**src/verilog/sbu_pkg.sv**
```systemverilog
// Purpose: shared constants and carriers for the serial board uart
// Assumes: 100 MHz clk, processor bus on the same clock
// Notes: every offset, bit position and timing count lives here
package sbu_pkg;

   // ***************************************************************
   // channel decode and status word layout
   // ***************************************************************
   localparam logic CTRL_CHANNEL = 1'b0;
   localparam int ST_OUT_NOT_READY = 7;
   localparam int ST_RX_AVAIL = 5;
   localparam int ST_OVERRUN = 4;
   localparam int ST_FRAMING = 3;
   localparam int ST_PARITY = 2;
   localparam int ST_TX_ROOM = 1;
   localparam int ST_IN_NOT_READY = 0;
   localparam int EN_INPUT_BIT = 0;
   localparam int EN_OUTPUT_BIT = 1;
   localparam logic [7:0] ZERO_BYTE = 8'h00;

   // ***************************************************************
   // timing: 16x bit clock from a 0.5 us counter time base
   // ***************************************************************
   localparam int CLK_PERIOD_NS = 10;
   localparam int BASE_TICK_NS = 500;
   localparam int PRESCALE_CYCLES = BASE_TICK_NS / CLK_PERIOD_NS;
   localparam int MAX_BIT_CLOCK_KHZ = 400;
   localparam int MIN_SPAN = 1000000 / (MAX_BIT_CLOCK_KHZ * BASE_TICK_NS);
   localparam logic [11:0] TERMINAL_COUNT = 12'hFFF;
   localparam logic [11:0] MAX_PRESET = 12'(4096 - MIN_SPAN);
   localparam logic [3:0] OVERSAMPLE_LAST = 4'hF;
   localparam logic [3:0] START_MID = 4'h7;

   // ***************************************************************
   // carriers
   // ***************************************************************
   typedef struct packed {
      logic parity_off;
      logic two_stops;
      logic [1:0] length;
      logic even;
   } sbu_frame_t;

   typedef struct packed {
      logic [7:0] base_addr;
      logic [11:0] preset;
      sbu_frame_t frame;
      logic power_on_clear;
      logic serial_rx;
      logic input_ready_pulse;
      logic output_ready_pulse;
   } sbu_pins_t;

   // data bits per character is five plus the length code
   function automatic logic [2:0] sbu_last_bit(input logic [1:0] len);
      sbu_last_bit = 3'(len) + 3'h4;
   endfunction

   // parity bit over the bits that the length code keeps
   function automatic logic sbu_parity(input logic [7:0] d,
                                       input sbu_frame_t f);
      logic [7:0] m;
      m = d & (8'hFF >> (3'h3 - 3'(f.length)));
      sbu_parity = f.even ? ^m : ~^m;
   endfunction

endpackage

```
**src/verilog/sbu_bit_clock.sv**
```systemverilog
// Purpose: 16x bit clock from a presettable 12-bit counter
// Assumes: preset already synchronised
// Notes: output is a one-cycle pulse
`timescale 1ns/10ps
module sbu_bit_clock (
   input wire logic clk,
   input wire logic rst,
   input wire logic [11:0] preset,
   output logic tick16
);
   logic [5:0] pre;
   logic [11:0] count;
   logic base_tick;
   logic at_terminal;
   logic [11:0] safe_preset;

   // ***************************************************************
   // time base and limit
   // ***************************************************************
   // clamp keeps the bit clock at or under 400 kHz
   assign safe_preset = (preset > sbu_pkg::MAX_PRESET) ?
                        sbu_pkg::MAX_PRESET : preset;
   assign base_tick = (pre == 6'(sbu_pkg::PRESCALE_CYCLES - 1));
   assign at_terminal = (count == sbu_pkg::TERMINAL_COUNT);

   // prescaler to the 0.5 us counter time base
   always_ff @(posedge clk) begin
      if (rst || base_tick) begin
         pre <= 6'h00;
      end else begin
         pre <= pre + 6'h01;
      end
   end

   // counter reloads the preset on terminal count
   // reset parks it at terminal count: the first base tick reloads the
   // preset, so no full 4096-step run precedes the first bit tick
   always_ff @(posedge clk) begin
      if (rst) begin
         count <= sbu_pkg::TERMINAL_COUNT;
      end else if (base_tick) begin
         count <= at_terminal ? safe_preset : count + 12'h001;
      end
   end

   // one-shot shaper: a single clk-wide pulse per terminal count
   always_ff @(posedge clk) begin
      if (rst) begin
         tick16 <= 1'b0;
      end else begin
         tick16 <= base_tick && at_terminal;
      end
   end
endmodule

```
**src/verilog/sbu_pair_buffer.sv**
```systemverilog
// Purpose: two-entry byte buffer with valid/ready on both sides
// Assumes: single clock
// Notes: full and empty are exact, no word is dropped
`timescale 1ns/10ps
module sbu_pair_buffer (
   input wire logic clk,
   input wire logic rst,
   input wire logic in_valid,
   output logic in_ready,
   input wire logic [7:0] in_data,
   output logic out_valid,
   input wire logic out_ready,
   output logic [7:0] out_data
);
   logic [7:0] mem [2];
   logic wr_idx;
   logic rd_idx;
   logic [1:0] fill;
   logic push;
   logic pop;

   // ***************************************************************
   // handshake
   // ***************************************************************
   assign in_ready = (fill != 2'h2);
   assign out_valid = (fill != 2'h0);
   assign push = in_valid && in_ready;
   assign pop = out_valid && out_ready;
   assign out_data = mem[rd_idx];

   // storage written at the write index
   always_ff @(posedge clk) begin
      if (push) begin
         mem[wr_idx] <= in_data;
      end
   end

   // pointers and fill level
   always_ff @(posedge clk) begin
      if (rst) begin
         wr_idx <= 1'b0;
         rd_idx <= 1'b0;
         fill <= 2'h0;
      end else begin
         wr_idx <= wr_idx ^ push;
         rd_idx <= rd_idx ^ pop;
         fill <= fill + 2'(push) - 2'(pop);
      end
   end
endmodule

```
**src/verilog/sbu_uart.sv**
```systemverilog
// Purpose: serial port on a processor I/O bus, two channels
// Assumes: bus signals synchronous to clk; straps and line are pins
// Notes: transmit bytes wait in a two-entry buffer before the shifter
`timescale 1ns/10ps

// How it works
// - respond only when address bits 7 to 1 equal base bits 7 to 1
// - address bit zero picks control or data
// - control read drives status word onto bus
// - bit 7 low when output ready; irq
// - bit 5 high while received char unread
// - bit 4 flags overrun of unread char
// - bit 3 framing error, bit 2 parity
// - bit 1 high when another write fits
// - bit 0 low when input ready; 6 zero
// - control write latches two interrupt enables
// - data write loads and starts transmission
// - data write clears output-ready flip-flop
// - data read drives received character onto bus
// - data read clears input ready and available
// - both directions run on 16x tick
// - 12-bit reload counter plus one-shot shaper
// - bit clock limited to 400 kHz
// - parity strap high removes parity bit
// - stop strap picks one or two stops
// - length straps pick 5 to 8 bits
// - parity sense low odd, high even
// - three requests routed to eight levels
// - bus drivers off during power-on clear
module sbu_uart (
   input wire logic clk,
   input wire logic rst,
   input wire logic [7:0] bus_addr,
   input wire logic bus_in_cycle,
   input wire logic bus_out_cycle,
   input wire logic bus_write_n,
   input wire logic [7:0] bus_data_out,
   output logic [7:0] bus_data_in,
   output logic bus_data_in_oe_n,
   input wire logic [7:0] base_addr_strap,
   input wire logic [11:0] baud_preset_strap,
   input wire logic parity_suppress_strap,
   input wire logic stop_count_strap,
   input wire logic char_length_high_strap,
   input wire logic char_length_low_strap,
   input wire logic parity_sense_strap,
   input wire logic power_on_clear,
   input wire logic serial_rx,
   output logic serial_tx,
   input wire logic input_ready_pulse,
   input wire logic output_ready_pulse,
   output logic input_ready_flag,
   output logic output_ready_flag,
   output logic out_irq,
   output logic in_irq,
   output logic either_device_irq,
   input wire logic [2:0] out_irq_level,
   input wire logic [2:0] in_irq_level,
   input wire logic [2:0] either_irq_level,
   input wire logic [2:0] irq_route_en,
   output logic [7:0] priority_irq_lines
);
   typedef enum logic [2:0] {TX_IDLE, TX_START, TX_DATA, TX_PARITY,
                             TX_STOP} sbu_tx_state_t;
   typedef enum logic [2:0] {RX_IDLE, RX_START, RX_DATA, RX_PARITY,
                             RX_STOP} sbu_rx_state_t;

   sbu_pkg::sbu_pins_t pins_raw;
   sbu_pkg::sbu_pins_t pins_meta;
   sbu_pkg::sbu_pins_t pins;
   logic in_pulse_q;
   logic out_pulse_q;
   logic tick16;

   // ***************************************************************
   // pin synchronisers
   // ***************************************************************
   assign pins_raw = '{base_addr: base_addr_strap,
                       preset: baud_preset_strap,
                       frame: '{parity_off: parity_suppress_strap,
                                two_stops: stop_count_strap,
                                length: {char_length_high_strap,
                                         char_length_low_strap},
                                even: parity_sense_strap},
                       power_on_clear: power_on_clear,
                       serial_rx: serial_rx,
                       input_ready_pulse: input_ready_pulse,
                       output_ready_pulse: output_ready_pulse};

   // two flops ahead of any logic; line idles high after reset
   always_ff @(posedge clk) begin
      if (rst) begin
         pins_meta <= '{serial_rx: 1'b1, default: '0};
         pins <= '{serial_rx: 1'b1, default: '0};
      end else begin
         pins_meta <= pins_raw;
         pins <= pins_meta;
      end
   end

   // ***************************************************************
   // address decode and bus strobes
   // ***************************************************************
   logic addr_match;
   logic ctrl_sel;
   logic data_sel;
   logic write_n_q;
   logic write_fall;
   logic data_rd_q;
   logic data_rd;
   logic data_rd_end;
   logic tx_load;
   logic ctrl_load;

   // base bit zero is ignored so the pair is always even/odd
   assign addr_match = (bus_addr[7:1] == pins.base_addr[7:1]);
   assign ctrl_sel = addr_match &&
                     (bus_addr[0] == sbu_pkg::CTRL_CHANNEL);
   assign data_sel = addr_match &&
                     (bus_addr[0] != sbu_pkg::CTRL_CHANNEL);
   assign write_fall = write_n_q && !bus_write_n;
   assign tx_load = write_fall && bus_out_cycle && data_sel;
   assign ctrl_load = write_fall && bus_out_cycle && ctrl_sel;
   assign data_rd = bus_in_cycle && data_sel;
   // clearing at the end keeps the data steady for the whole read
   assign data_rd_end = data_rd_q && !data_rd;

   // strobe edge and read-end detectors
   always_ff @(posedge clk) begin
      if (rst) begin
         write_n_q <= 1'b1;
         data_rd_q <= 1'b0;
      end else begin
         write_n_q <= bus_write_n;
         data_rd_q <= data_rd;
      end
   end

   // ***************************************************************
   // interrupt enables and device ready flip-flops
   // ***************************************************************
   logic in_en;
   logic out_en;
   logic in_ready_set;
   logic out_ready_set;

   assign in_ready_set = pins.input_ready_pulse && !in_pulse_q;
   assign out_ready_set = pins.output_ready_pulse && !out_pulse_q;

   // other data bits of a control write are ignored
   always_ff @(posedge clk) begin
      if (rst) begin
         in_en <= 1'b0;
         out_en <= 1'b0;
      end else if (ctrl_load) begin
         in_en <= bus_data_out[sbu_pkg::EN_INPUT_BIT];
         out_en <= bus_data_out[sbu_pkg::EN_OUTPUT_BIT];
      end
   end

   // a ready pulse in the clearing cycle wins over the clear
   always_ff @(posedge clk) begin
      if (rst) begin
         in_pulse_q <= 1'b0;
         out_pulse_q <= 1'b0;
         input_ready_flag <= 1'b0;
         output_ready_flag <= 1'b0;
      end else begin
         in_pulse_q <= pins.input_ready_pulse;
         out_pulse_q <= pins.output_ready_pulse;
         if (in_ready_set) begin
            input_ready_flag <= 1'b1;
         end else if (data_rd_end) begin
            input_ready_flag <= 1'b0;
         end
         if (out_ready_set) begin
            output_ready_flag <= 1'b1;
         end else if (tx_load) begin
            output_ready_flag <= 1'b0;
         end
      end
   end

   // ***************************************************************
   // interrupt requests and level routing
   // ***************************************************************
   assign out_irq = output_ready_flag && out_en;
   assign in_irq = input_ready_flag && in_en;
   assign either_device_irq = out_irq || in_irq;

   // each request drives the level its strap names, if routed
   for (genvar lv = 0; lv < 8; lv++) begin : g_level
      assign priority_irq_lines[lv] =
         (irq_route_en[0] && out_irq && out_irq_level == 3'(lv)) ||
         (irq_route_en[1] && in_irq && in_irq_level == 3'(lv)) ||
         (irq_route_en[2] && either_device_irq &&
          either_irq_level == 3'(lv));
   end

   // ***************************************************************
   // bit clock
   // ***************************************************************
   sbu_bit_clock u_bit_clock (
      .clk(clk),
      .rst(rst),
      .preset(pins.preset),
      .tick16(tick16)
   );

   // ***************************************************************
   // transmit path: buffer then shifter
   // ***************************************************************
   logic tx_room;
   logic tx_pend;
   logic [7:0] tx_pend_data;
   logic tx_take;
   sbu_tx_state_t tx_state;
   logic [3:0] tx_cnt;
   logic [2:0] tx_idx;
   logic [7:0] tx_shift;
   logic tx_stop2;
   logic tx_bit_end;

   // a write with no room is dropped; software polls the room bit
   sbu_pair_buffer u_tx_buffer (
      .clk(clk),
      .rst(rst),
      .in_valid(tx_load),
      .in_ready(tx_room),
      .in_data(bus_data_out),
      .out_valid(tx_pend),
      .out_ready(tx_take),
      .out_data(tx_pend_data)
   );

   assign tx_take = (tx_state == TX_IDLE) && tick16;
   assign tx_bit_end = tick16 && (tx_cnt == sbu_pkg::OVERSAMPLE_LAST);

   // sixteen ticks per bit on the line
   always_ff @(posedge clk) begin
      if (rst || tx_state == TX_IDLE) begin
         tx_cnt <= 4'h0;
      end else if (tick16) begin
         tx_cnt <= tx_cnt + 4'h1;
      end
   end

   // frame sequencer: start, data, parity, stops
   always_ff @(posedge clk) begin
      if (rst) begin
         tx_state <= TX_IDLE;
         tx_idx <= 3'h0;
         tx_shift <= sbu_pkg::ZERO_BYTE;
         tx_stop2 <= 1'b0;
         serial_tx <= 1'b1;
      end else begin
         unique case (tx_state)
            TX_IDLE: begin
               serial_tx <= 1'b1;
               if (tx_take && tx_pend) begin
                  tx_shift <= tx_pend_data;
                  tx_state <= TX_START;
                  serial_tx <= 1'b0;
               end
            end
            TX_START: begin
               if (tx_bit_end) begin
                  tx_idx <= 3'h0;
                  serial_tx <= tx_shift[0];
                  tx_state <= TX_DATA;
               end
            end
            TX_DATA: begin
               if (tx_bit_end) begin
                  tx_idx <= tx_idx + 3'h1;
                  serial_tx <= tx_shift[3'(tx_idx + 3'h1)];
                  if (tx_idx == sbu_pkg::sbu_last_bit(pins.frame.length))
                  begin
                     tx_stop2 <= pins.frame.two_stops;
                     if (pins.frame.parity_off) begin
                        serial_tx <= 1'b1;
                        tx_state <= TX_STOP;
                     end else begin
                        serial_tx <= sbu_pkg::sbu_parity(tx_shift,
                                     pins.frame);
                        tx_state <= TX_PARITY;
                     end
                  end
               end
            end
            TX_PARITY: begin
               if (tx_bit_end) begin
                  serial_tx <= 1'b1;
                  tx_state <= TX_STOP;
               end
            end
            TX_STOP: begin
               if (tx_bit_end) begin
                  tx_stop2 <= 1'b0;
                  tx_state <= tx_stop2 ? TX_STOP : TX_IDLE;
               end
            end
         endcase
      end
   end

   // ***************************************************************
   // receive path
   // ***************************************************************
   sbu_rx_state_t rx_state;
   logic [3:0] rx_cnt;
   logic [2:0] rx_idx;
   logic [7:0] rx_shift;
   logic rx_par_bit;
   logic rx_sample;
   logic rx_done;
   logic [7:0] rx_hold;
   logic rx_avail;
   logic rx_overrun;
   logic rx_framing;
   logic rx_par_err;

   // mid-bit sample, sixteen ticks after the start centre
   assign rx_sample = tick16 && (rx_cnt == sbu_pkg::OVERSAMPLE_LAST);
   assign rx_done = (rx_state == RX_STOP) && rx_sample;

   // frame sequencer; start bit re-checked at its middle
   always_ff @(posedge clk) begin
      if (rst) begin
         rx_state <= RX_IDLE;
         rx_cnt <= 4'h0;
         rx_idx <= 3'h0;
         rx_shift <= sbu_pkg::ZERO_BYTE;
         rx_par_bit <= 1'b0;
      end else begin
         if (tick16) begin
            rx_cnt <= rx_cnt + 4'h1;
         end
         unique case (rx_state)
            RX_IDLE: begin
               rx_cnt <= 4'h0;
               if (tick16 && !pins.serial_rx) begin
                  rx_state <= RX_START;
               end
            end
            RX_START: begin
               if (tick16 && rx_cnt == sbu_pkg::START_MID) begin
                  rx_cnt <= 4'h0;
                  rx_idx <= 3'h0;
                  rx_shift <= sbu_pkg::ZERO_BYTE;
                  rx_state <= pins.serial_rx ? RX_IDLE : RX_DATA;
               end
            end
            RX_DATA: begin
               if (rx_sample) begin
                  rx_shift[rx_idx] <= pins.serial_rx;
                  rx_idx <= rx_idx + 3'h1;
                  if (rx_idx == sbu_pkg::sbu_last_bit(pins.frame.length))
                  begin
                     rx_state <= pins.frame.parity_off ?
                                 RX_STOP : RX_PARITY;
                  end
               end
            end
            RX_PARITY: begin
               if (rx_sample) begin
                  rx_par_bit <= pins.serial_rx;
                  rx_state <= RX_STOP;
               end
            end
            RX_STOP: begin
               if (rx_sample) begin
                  rx_state <= RX_IDLE;
               end
            end
         endcase
      end
   end

   // holding register and flags; a new character beats a read-end clear
   always_ff @(posedge clk) begin
      if (rst) begin
         rx_hold <= sbu_pkg::ZERO_BYTE;
         rx_avail <= 1'b0;
         rx_overrun <= 1'b0;
         rx_framing <= 1'b0;
         rx_par_err <= 1'b0;
      end else if (rx_done) begin
         rx_hold <= rx_shift;
         rx_avail <= 1'b1;
         rx_overrun <= rx_avail && !data_rd_end;
         rx_framing <= !pins.serial_rx;
         rx_par_err <= !pins.frame.parity_off &&
            (rx_par_bit != sbu_pkg::sbu_parity(rx_shift,
                                              pins.frame));
      end else if (data_rd_end) begin
         rx_avail <= 1'b0;
         rx_overrun <= 1'b0;
      end
   end

   // ***************************************************************
   // read data path
   // ***************************************************************
   logic [7:0] status_word;
   logic status_word_output_enable;
   logic receive_output_enable;

   always_comb begin
      status_word = sbu_pkg::ZERO_BYTE; // unused bit 6 reads low
      status_word[sbu_pkg::ST_OUT_NOT_READY] = !output_ready_flag;
      status_word[sbu_pkg::ST_RX_AVAIL] = rx_avail;
      status_word[sbu_pkg::ST_OVERRUN] = rx_overrun;
      status_word[sbu_pkg::ST_FRAMING] = rx_framing;
      status_word[sbu_pkg::ST_PARITY] = rx_par_err;
      status_word[sbu_pkg::ST_TX_ROOM] = tx_room;
      status_word[sbu_pkg::ST_IN_NOT_READY] = !input_ready_flag;
   end

   assign status_word_output_enable = bus_in_cycle && ctrl_sel;
   assign receive_output_enable = data_rd;
   assign bus_data_in = receive_output_enable ? rx_hold :
                        status_word_output_enable ? status_word :
                        sbu_pkg::ZERO_BYTE;
   // drivers held off while power-on clear is asserted
   assign bus_data_in_oe_n = pins.power_on_clear ||
      !(status_word_output_enable || receive_output_enable);
endmodule

```
**config.mk**
```make
export PLATFORM = sky130hd
export DESIGN_NAME = sbu_uart
export DESIGN_NICKNAME = d
export VERILOG_FILES = /design/src/verilog/sbu_pkg.sv /design/src/verilog/sbu_bit_clock.sv /design/src/verilog/sbu_pair_buffer.sv /design/src/verilog/sbu_uart.sv
export SDC_FILE = /design/constraint.sdc
export NUM_CORES = 1
export LEC_CHECK = 0
export BUFFER_PORTS_ARGS = -buffer_cell sky130_fd_sc_hd__buf_4
export CAP_MARGIN = 20
export CORE_UTILIZATION = 52
export CTS_BUF_LIST = sky130_fd_sc_hd__clkbuf_4 sky130_fd_sc_hd__clkbuf_8 sky130_fd_sc_hd__clkbuf_16
export CTS_CLUSTER_DIAMETER = 150
export DETAILED_ROUTE_END_ITERATION = 8
export PLACE_DENSITY = 0.76
export SYNTH_ARGS = -nofsm -noshare
export SYNTH_HDL_FRONTEND = slang
export SYNTH_SLANG_ARGS = --single-unit
```
**constraint.sdc**
```tcl
create_clock -name clk -period 2.1 [get_ports clk]
set_input_delay 0.42 -clock clk [delete_from_list [all_inputs] [get_ports clk]]
set_output_delay 0.42 -clock clk [all_outputs]
set_load 0.02 [all_outputs]
```
# Word level (Yosys, flattened, before mapping)
# Memories as Yosys holds them, arrays and structs flattened. A register that Yosys moved wholly into a read port is not among the register bits.
# Cells that the tools add are included.
[word_totals]
n_memories = 1
mem_bits_rw = 16
output_inout_bits = 23
ff_bits = 132
[op_classes]
order_cmp = 4
n_eq_ne = 51
add_sub_neg = 10
n_bitwise = 5
shift = 1
mux = 59
n_reduce_logical = 108
[mem_list]
columns = ["memory", "words", "width", "rd", "rd_clocked_by_memory_dff", "wr", "line_no", "source"]
rows = [
  ["u_tx_buffer.mem", 2, 8, 1, 1, 1, "sbu_pair_buffer.sv:15", "logic [7:0] mem [2];"],
]
[ops]
columns = ["cell", "count"]
rows = [
  ["3-bit two-way mux", 18],
  ["1-bit logical AND", 52],
  ["3-bit equality test, second input constant", 14],
  ["8-bit two-way mux", 4],
  ["3-bit by 2-bit equality test with 1-bit output, second input constant", 10],
  ["3-bit case mux with 5 select lines", 2],
  ["12-bit two-way mux", 2],
  ["2-bit inequality test, second input constant", 12],
  ["1-bit logical OR", 21],
  ["1-bit two-way mux", 21],
  ["8-bit bitwise AND", 2],
  ["8-bit case mux with 2 select lines", 1],
  ["8-bit XNOR reduction", 2],
  ["8-bit XOR reduction", 2],
  ["3-bit by 1-bit equality test with 1-bit output, second input constant", 5],
  ["3-bit zero test", 5],
  ["2-bit nonzero test", 7],
  ["12-bit by 1-bit adder with 12-bit output, second input constant", 1],
  ["12-bit equality test, second input constant", 1],
  ["12-bit > comparator, second input constant", 1],
  ["3-bit case mux with 2 select lines", 2],
  ["6-bit AND reduction", 2],
  ["1-bit zero test", 10],
  ["4-bit by 1-bit adder with 4-bit output, second input constant", 2],
  ["30 further kinds", 39],
]

# Logic depth before layout (Yosys ltp)
# Gate-level depths: netlist of run 1.
[depth]
word_depth = 9
mapped_depth = 11
depth_no_buf = 8

# Hierarchy
# From an unflattened synthesis of run 1, not the netlist that was laid out.
[hier_totals]
cells_unflattened = 731
area_unflattened_um2 = 6871.6
[modules_own_cells]
columns = ["mod", "area_per_inst_um2", "cells_each", "instances"]
rows = [
  ["sbu_uart", 5018.6, 556, 1],
  ["sbu_bit_clock", 1043.5, 123, 1],
  ["sbu_pair_buffer", 809.5, 52, 1],
]

# Least setup slack after synthesis of run 1
# OpenSTA, ideal clock, no wires.
[synth_timing]
kind = "register -> output"
startpoint = "register input_ready_flag"
endpoint = "output priority_irq_lines[1]"
path_stages_with_launch = 5
n_path_buf = 0
path_slack_ps = -29
t_arrival_ps = 1709
cell_sequence = "dfxtp_1 > and2_1 > or2_2 > nand3_1 > o31ai_1"
[synth_between]
elab_chain_len = 5
word_cells_on_any_way = 8
cone_classes = "reduce/logical: 8"
[synth_lines]
columns = ["item", "line_no", "source"]
rows = [
  ["start: declaration", "sbu_uart.sv:52", "output logic input_ready_flag,"],
  ["start signal: assignment", "sbu_uart.sv:166", "input_ready_flag <= 1'b0;"],
  ["start signal: assignment", "sbu_uart.sv:172", "input_ready_flag <= 1'b1;"],
  ["start signal: assignment", "sbu_uart.sv:174", "input_ready_flag <= 1'b0;"],
  ["1-bit logical AND", "sbu_uart.sv:188", "assign in_irq = input_ready_flag && in_en;"],
  ["via in_irq", "sbu_uart.sv:55", "output logic in_irq,"],
  ["1-bit logical OR", "sbu_uart.sv:189", "assign either_device_irq = out_irq || in_irq;"],
  ["via either_device_irq", "sbu_uart.sv:56", "output logic either_device_irq,"],
  ["1-bit logical AND (2 in a row)", "sbu_uart.sv:196", "(irq_route_en[2] && either_device_irq &&"],
  ["1-bit logical OR", "sbu_uart.sv:195", "(irq_route_en[1] && in_irq && in_irq_level == 3'(lv)) ||"],
  ["end: declaration", "sbu_uart.sv:61", "output logic [7:0] priority_irq_lines"],
]
# The timed path passes the listed nets, and every way through them passes these cells.

# Final worst setup path of run 1
[layout_timing]
startpoint = "register pins[22] in the netlist's numbering"
endpoint = "output bus_data_in[5]"
[layout_between]
elab_chain_len = 5
word_cells_on_any_way = 7
cone_classes = "eq/ne: 1; mux: 2; reduce/logical: 4"
[layout_lines]
columns = ["item", "line_no", "source"]
rows = [
  ["start: declaration", "sbu_uart.sv:70", "sbu_pkg::sbu_pins_t pins;"],
  ["start signal: assignment", "sbu_uart.sv:97", "pins <= pins_meta;"],
  ["7-bit equality test (*)", "sbu_uart.sv:116", "assign addr_match = (bus_addr[7:1] == pins.base_addr[7:1]);"],
  ["1-bit logical AND", "sbu_uart.sv:117", "assign ctrl_sel = addr_match &&"],
  ["1-bit logical AND", "sbu_uart.sv:420", "assign status_word_output_enable = bus_in_cycle && ctrl_sel;"],
  ["8-bit two-way mux", "sbu_uart.sv:423", "status_word_output_enable ? status_word :"],
  ["8-bit two-way mux (*)", "sbu_uart.sv:422", "assign bus_data_in = receive_output_enable ? rx_hold :"],
  ["end: declaration", "sbu_uart.sv:38", "output logic [7:0] bus_data_in,"],
]
# Every way passes the cells marked *; elsewhere a longest branch is shown, timed or not.

==> results of run 1 <==
path summary, 6_finish.rpt:
check | end | cells after the start
hold reg to reg | pins[2] | 1
setup / recovery | bus_data_in[5] | 7
hold / removal | u_tx_buffer.mem[0][6] | 1
setup reg to reg | u_bit_clock.count[0] | 5
where the power goes:
group          switching (uW)  internal, uW
clock                    1170          1710
combinational             135           160
sequential               31.4          3030
total                    1340          4900
placed cells by master, fill, tap and decap left out, drive strengths merged, types with 3 or more instances in the layout:
cell type	instances
nand3	28
xor2	17
clkbuf	22
and2	4
ha	11
nand2b	12
inv	13
and3	10
a22o	4
a32oi	3
dfxtp	138
nor4	3
a21o	3
xnor2	23
nor2b	66
mux2i	20
clkinvlp	6
nand4	13
o31ai	4
a21oi	52
or2	8
nand3b	7
a211oi	14
buf	112
o221ai	6
a22oi	7
o21ai	22
nor2	62
edfxtp	16
nor3	21
nand2	50
o21bai	4
synth_stat cells, types with 4 or more instances:
master	n
a21oi_1	52
xor2_1	17
a211oi_1	14
a22o_1	4
nand3_1	27
nand2_1	50
and3_1	10
nand4_1	11
nand3b_1	7
a22oi_1	7
nor3_1	20
edfxtp_1	16
or2_2	7
o21ai_0	19
buf_2	9
o31ai_1	4
dfxtp_1	138
inv_1	12
ha_1	11
nand2b_1	12
mux2i_1	20
xnor2_1	23
o21bai_1	4
and2_1	4
nor2b_1	66
clkbuf_1	26
nor2_1	61
o221ai_1	6
through the flow:
step | cells | power, uW | worst slack (ps)
3_3_place_gp | 946 | 3396 | -117.1
2_1_floorplan | 710 | 3263 | 1.495
6_report | 982 | 6240 | -306.5
5_1_grt | 982 | 6463 | -408.4
3_5_place_dp | 946 | 3408 | -160.4
4_1_cts | 980 | 6269 | -356.6
worst max-delay path: stages, from the launching register on:
cell and delay (ps):
dfxtp_2 330, xor2_2 150, nor4_4 310, nand3_2 180, nor2_4 170, buf_6 140
a22o_1 150, buf_6 120
state kept, by name, indices dropped and copies added (netlist names), 2 cells and up:
register / cells
rx_cnt: 4
tx_shift: 8
tx_idx: 3
tx_cnt: 4
pins: 28
pins_meta: 28
rx_state: 3
u_bit_clock.count: 12
rx_idx: 3
u_tx_buffer.fill: 2
rx_hold: 8
u_tx_buffer.mem: 16
rx_shift: 8
u_bit_clock.pre: 6
tx_state: 3
logic make-up (layout without fill, tap and decap cells):
family,count (synthesis),after routing,synth area share
mux,22,22,0.03680
fa+ha+maj,11,11,0.02065
xor+xnor,40,40,0.05257
buf+inv,52,156,0.03267
simple gates,293,293,0.2373
compound gates,138,138,0.1333
flops,154,154,0.4867
cell type report:
cell class | count | area share
multi-input cells | 504 | 0.4002
flip-flops and latches | 154 | 0.3931
repair buffers | 112 | 0.1077
clock buffers | 22 | 0.05672
well taps | 168 | 0.02541
clock inverters | 10 | 0.01149
inverters | 12 | 0.005445
repair_timing:
action / 4_1_cts / 5_1_grt
setup endpoints to repair: 17 / 18
gates resized for setup: 13 / 26
pin swaps: 3 / 11
buffers inserted: 2 / 2
metal layers:
layer	up-vias	GRT usage
li1	2676	-
met1	2502	0.2792
met2	182	0.3703
met3	29	0.05535
met4	0	0.1013
met5	-	0
==> impl_metrics.ini, run 1 <==
[floorplanning]
start_util = 0.5435
rows = 40
dieArea_sq_um = 13270
die_w_um = 115.2
pin_count = 85
core_area_sq_um = 12260
die_h_um = 115.2

[sta]
finalWorstSetupSlack_ps = -306.5
fin_hold_ws_ps = 177.8
rsz0062_at_grt = yes
slew_viol_final = 0
slew_headroom = 0.6685
setup_tns_ps = -2710
min_period_ps = 2407
setup_violations = 12
tightest_slew_ps = 493.5
fin_skew_ps = 5.438
hold_viol = 0
fmax_ghz = 0.4155
timing.final.crit_share = 1.146

[clocking]
clkLatencyLatePin_ps = 430
htreeDepth = 4
clkSinkCount = 154
clk_pin_slew_ps = 60
cts_buffers = 17
clk_path_buf_depth = 2
cts_tree = built
clock-root-buffer = clkbuf_16
cts_hold_buf = 0

[placed_design]
portBuffers = 83
placed_cell_area_sq_um = 7535
routabilityCongestion = 0.8643
place_hpwl_um = 9882

[critical_path]
crit_fanout = 6
critPathKind = register to output port
startpoint = pins[22]
startpoint_type = register
rrSetupSlack_ps = 90
cp.arrival_ps = 1990
cp-end-kind = output port
cp.required_ps = 1680
r2r_start = u_bit_clock.count[0]

[drt]
vias_per_cell = 5.488
met3_length_um = 898
met2_length_um = 6747
firstDrtPassIters = 6
highest_layer = met4
first_iter_violations = 394
drcViolationCount = 0
m1WireLength_um = 6309
wire_per_inst_um = 14.52
num_vias = 5389
wirelength_um = 14250
ant_nets = 0

[min_path]
hp-class = input pin to register
min_from = bus_data_out[6]

[synthesis]
synth_nets = 783
ys_ff_latch = 154
yosys-top-cells-area = dfxtp_1 (41%), edfxtp_1 (7.2%), nor2b_1 (6.2%), a21oi_1 (3.9%), nor2_1 (3.4%)
seq_area_frac_synth = 0.4867
postSynth.asyncResetShare = 0
synth.avg_cell_area_sq_um = 9.386
yosysUniqueCellTypes = 66
yosys_warnings = 0
synth_top_area_cell = dfxtp_1
synth-edff-count = 16
synthesis.area_sq_um = 6664
ys.flop_type = dfxtp_1
synth_cells = 710
yosys.area.top_type_share = 0.4146

[global_route]
gr-total-overflow = 0
grt_usage = 0.2248
antenna_found_initial = 0
grt_pass1_vias = 5088
grt_pass1_wl_um = 23290
grt_max_degree = 75

[final_layout]
utilization = 0.6747
multi_input_area_sq_um = 3311
final_layout_size_suffix_gt1_frac = 0.2322
final_area_sq_um = 8273
diodes = 0
fin_nets = 874
regArea_sq_um = 3252
area_growth_pct = 24.15
nFillCells = 926

[flow_run]
cap_violations = 0

[pwr]
powerDensity_nw_per_um2 = 754.3
p_leak_uw = 0.003222
ir_drop_mv = 0.8426

[outcome]
violations = negative setup slack
status = finished with violations
(Power assumes the default switching activity.)
==> inputs of run 2 (changes only) <==
Settings changed: CORE_UTILIZATION 52 to 60, PLACE_DENSITY 0.76 to 0.82.
Clock period 2.1 ns to 2.8 ns, I/O delays scaled along.
==> run 2 against run 1 <==
Effect of this change:
- largest cell class unchanged
- critical endpoint is now bus_data_in_oe_n
- sequential share of layout area grew 0.89 points
- critical path depth shrank 1
- register-to-register slack better by 530 ps
- via count is 0.11% lower
- final cell count is 4.6% lower
- routed wire length shrank 2.0%
- the run now ends clean
- clock-buffer cell count fell by 4
- flip-flop and latch count is the same
- cell area down 2.5%
==> impl_metrics.ini, run 2 (synthesized netlist as in run 1, its figures left out) <==
[final_layout]
diodes = 0
nFillCells = 698
fin_cells = 937
final_area_sq_um = 8070
final_layout_size_suffix_gt1_frac = 0.1945
reg_top3 = pins x28, pins_meta x28, u_tx_buffer.mem x16
fin_nets = 857
area_growth_pct = 21.10
mostFrequentLayoutCell = dfxtp_1
layout_common_cells = dfxtp_1 (137), buf_4 (89), nor2b_1 (66)

[drt]
ant_nets = 0
firstDrtPassIters = 6
vias_per_cell = 5.745
num_vias = 5383
first_iter_violations = 262
wirelength_um = 13970
drcViolationCount = 0
wire_per_inst_um = 14.91

[clocking]
clkLatencyLatePin_ps = 540
cts_buffers = 17
cts_tree = built
clkSinkCount = 154
htreeDepth = 4
clk_pin_slew_ps = 60
cts_hold_buf = 0
clock-root-buffer = clkbuf_8
clk_path_buf_depth = 2

[placed_design]
place_ws_ps = 163.9
placed_cell_area_sq_um = 7370
placed_cells = 902
routabilityCongestion = 0.9066
place_hpwl_um = 9301
portBuffers = 83

[floorplanning]
rows = 38
die_h_um = 107.4
pin_count = 85
start_util = 0.6147
core_area_sq_um = 10840
dieArea_sq_um = 11530
die_w_um = 107.4

[critical_path]
cp-end-kind = output port
startpoint = pins[22]
crit_fanout = 4
worst_path_largest_cell_delay_ps = 330
cp.required_ps = 2240
cp_num_buf_inv = 2
cp.arrival_ps = 2120
critPathKind = register to output port
cp_cell_sequence = xor2_2 -> nor4_4 -> nand3_2 -> buf_6 -> or2_2 -> buf_4
r2r_start = u_bit_clock.tick16
startpoint_type = register
slowest_stage = dfxtp_2
critical-path-top-delay-family = simple AND/OR/NAND/NOR gates

[global_route]
grt_usage = 0.2561
grt_use_met2 = 0.4276
antenna_found_initial = 0
grt_max_degree = 70
grt_pass1_wl_um = 23090
use_met1 = 0.3109
grt_pass1_vias = 5085
gr-usage-met3 = 0.08051
gr-total-overflow = 0
grt-busiest-layer = met2

[sta]
fin_skew_ps = 7.533
finalWorstSetupSlack_ps = 124.0
min_period_ps = 2676
setup_tns_ps = 0
fmax_ghz = 0.3737
tightest_slew_ps = 642.1
timing.final.crit_share = 0.9557
setup_violations = 0
hold_viol = 0
slew_headroom = 0.5719
slew_viol_final = 0
rsz0062_at_grt = no

[pwr]
p_leak_uw = 0.003145
p_total_uw = 4860
ir_drop_mv = 0.5506
powerDensity_nw_per_um2 = 602.2

[min_path]
min_from = bus_data_out[2]
hp-class = input pin to register

[flow_run]
cap_violations = 0

[outcome]
status = complete, no violations
[run 2: path summary, 6_finish.rpt]
kind,endpoint,cells after the start,slack [ps]
worst max-delay path,bus_data_in_oe_n,6,120
worst min-delay path,u_tx_buffer.mem[1][2],1,210
worst max register to register,u_tx_buffer.fill[1],8,620
worst min register to register,pins[2],1,420
[run 2: worst reg2reg max path, stage by stage (launching register included)]
cell,delay (ps)
dfxtp_1,580
o21ai_0,340
nor2b_1,310
ha_1,280
inv_1,60
ha_1,150
xor2_1,170
xnor2_1,140
nor2_1,50
[run 2: where the power goes]
group	internal, uW	leakage (uW)	total [uW]	switching [uW]
sequential	2270	0.00127	2300	28.5
combinational	115	0.00158	209	93.7
clock	1400	0.000295	2350	945
total	3790	0.00315	4860	1070
[run 2: per-layer routing]
layer	vias to the layer above	wire length [um]
met5	-	0
met4	0	281
met3	33	841
met2	189	6776
met1	2519	6067
li1	2642	-
[run 2: per-stage QoR]
stage,hold slack [ps],utilization
after CTS,186.0,0.7388
after floorplan,389.5,-
after detailed placement,403.4,0.6798
after global placement,399.6,0.6798
after global routing,189.3,0.7445
final,208.1,0.7445
[run 2: timing repair]
item | in CTS | in global routing
buffers inserted | 3 | 0
resized for setup | 1 | 17
pin swaps | 2 | 6
endpoints found under the setup margin | 5 | 9
[run 2: layout make-up]
type | count | area (sq um) | area share
multi-input cells | 504 | 3247 | 0.4023
clock buffers | 18 | 427.9 | 0.05302
flip-flops and latches | 154 | 3244 | 0.4020
inverters | 12 | 45.04 | 0.005581
well taps | 140 | 175.2 | 0.02171
clock inverters | 14 | 186.4 | 0.02310
repair buffers | 95 | 744.5 | 0.09225
==> inputs of run 3 (changes only) <==
==> constraint.sdc (replaced) <==
create_clock -name clk -period 2.8 [get_ports clk]
set_input_delay 0.56 -clock clk [delete_from_list [all_inputs] [get_ports clk]]
set_output_delay 0.56 -clock clk [all_outputs]
set_load 0.1 [all_outputs]
==> run 3 against run 2 <==
Effect of this change:
- the run now ends with negative setup slack left
- largest power group is now registers
- sequential share of layout area down 1.1 points
- clock-buffer cell count rose by 2
- highest routed layer unchanged
- worst setup slack worse by 180 ps
- clock skew is 0.95 ps lower
- largest cell class unchanged
- die area did not move
- flip-flop and latch count stayed put
- critical path depth unchanged
- routed wire length rose by 1.1%
- register-to-register slack worse by 110 ps
- non-clock buffer count grew 2
- via count down 0.97%
==> impl_metrics.ini, run 3 (synthesized netlist as in run 1, its figures left out) <==
[outcome]
status = finished with violations
violations = negative setup slack

[pwr]
ir_drop_mv = 0.4117
p_total_uw = 4824
p_leak_uw = 0.003224
powerDensity_nw_per_um2 = 579.6

[drt]
first_iter_violations = 316
wire_per_inst_um = 15.06
wirelength_um = 14120
ant_nets = 0
firstDrtPassIters = 5
vias_per_cell = 5.683
num_vias = 5331
drcViolationCount = 0

[global_route]
antenna_found_initial = 0
use_met1 = 0.3210
grt_usage = 0.2561
grt_use_met2 = 0.4235
grt_pass1_wl_um = 23230
grt_pass1_vias = 5029
grt_max_degree = 58
gr-usage-met3 = 0.06295
gr-total-overflow = 0
grt-busiest-layer = met2

[sta]
setup_violations = 4
min_period_ps = 2853
finalWorstSetupSlack_ps = -52.72
timing.final.crit_share = 1.019
rsz0062_at_grt = yes
fin_hold_ws_ps = 221.1
slew_headroom = 0.5854
hold_viol = 0
fin_skew_ps = 6.586
slew_viol_final = 0
tightest_slew_ps = 615.4
setup_tns_ps = -118.6
fmax_ghz = 0.3505

[final_layout]
mostFrequentLayoutCell = dfxtp_1
final_layout_size_suffix_gt1_frac = 0.2193
reg_top3 = pins x28, pins_meta x28, u_tx_buffer.mem x16
area_growth_pct = 24.90
layout_common_cells = dfxtp_1 (133), buf_4 (88), nor2b_1 (66)
fin_nets = 859
diodes = 0
utilization = 0.7678
nFillCells = 694

[critical_path]
critPathKind = register to output port
r2r_start = tx_state[0]
cp-end-kind = output port
cp.arrival_ps = 2290
startpoint_type = register
crit_fanout = 3
startpoint = pins[25]
cp.required_ps = 2240

[floorplanning]
dieArea_sq_um = 11530
die_h_um = 107.4
start_util = 0.6147
core_area_sq_um = 10840
rows = 38
die_w_um = 107.4
pin_count = 85

[clocking]
cts_tree = built
cts_hold_buf = 0
clkLatencyLatePin_ps = 530
clock-root-buffer = clkbuf_8
cts_buffers = 17
clk_path_buf_depth = 2
clkSinkCount = 154
clk_pin_slew_ps = 60
htreeDepth = 4

[flow_run]
cap_violations = 0

[placed_design]
portBuffers = 83
routabilityCongestion = 0.8267
place_hpwl_um = 9377

[min_path]
hp-class = input pin to register
min_from = serial_rx
## run 3: cell type report
type                    instances  area [sq um]  share of cell area
clock inverters                11         141.4             0.01699
repair buffers                 97         832.0             0.09997
inverters                      12         45.04            0.005412
well taps                     140         175.2             0.02105
multi-input cells             504          3408              0.4095
flip-flops and latches        154          3254              0.3910
clock buffers                  20         466.7             0.05607
## run 3: per-stage QoR
step	instances	cell area [sq um]	setup WS, ps
global placement	904	7525	133.4
detailed placement	904	7525	54.01
global route	938	8323	-136.5
finish	938	8323	-52.72
floorplan	710	6817	-396.0
CTS	938	8293	-64.67
## run 3: power breakdown
group	total [uW]	switching, uW	internal (uW)	leakage [uW]
Combinational	222	109	114	0.00165
Sequential	2300	27.6	2270	0.00127
Clock	2300	850	1450	0.000302
Total	4820	986	3840	0.00322
## run 3: final timing paths
kind | to | cells after the start | slack [ps]
min reg2reg | pins[2] | 1 | 420
max reg2reg | u_tx_buffer.fill[1] | 8 | 510
min | pins_meta[2] | 2 | 220
max | bus_data_in[1] | 6 | -50
## run 3: worst max-delay path, stage by stage, from the launching register on
cell     delay [ps]
dfxtp_2         310
xor2_1          140
nor4_2          390
buf_4           190
nand4_1         230
o21ai_2         280
buf_12          210
## run 3: metal layers
layer  up-vias  share of wire
li1       2641              -
met1      2473           0.42
met2       186           0.49
met3        31          0.065
met4         0          0.024
met5         -              0
## run 3: what timing repair did
action / CTS / global route
gates resized for setup: 32 / 8
pin swaps: 8 / 7
setup endpoints to repair: 8 / 9
buffers inserted: 3 / 1
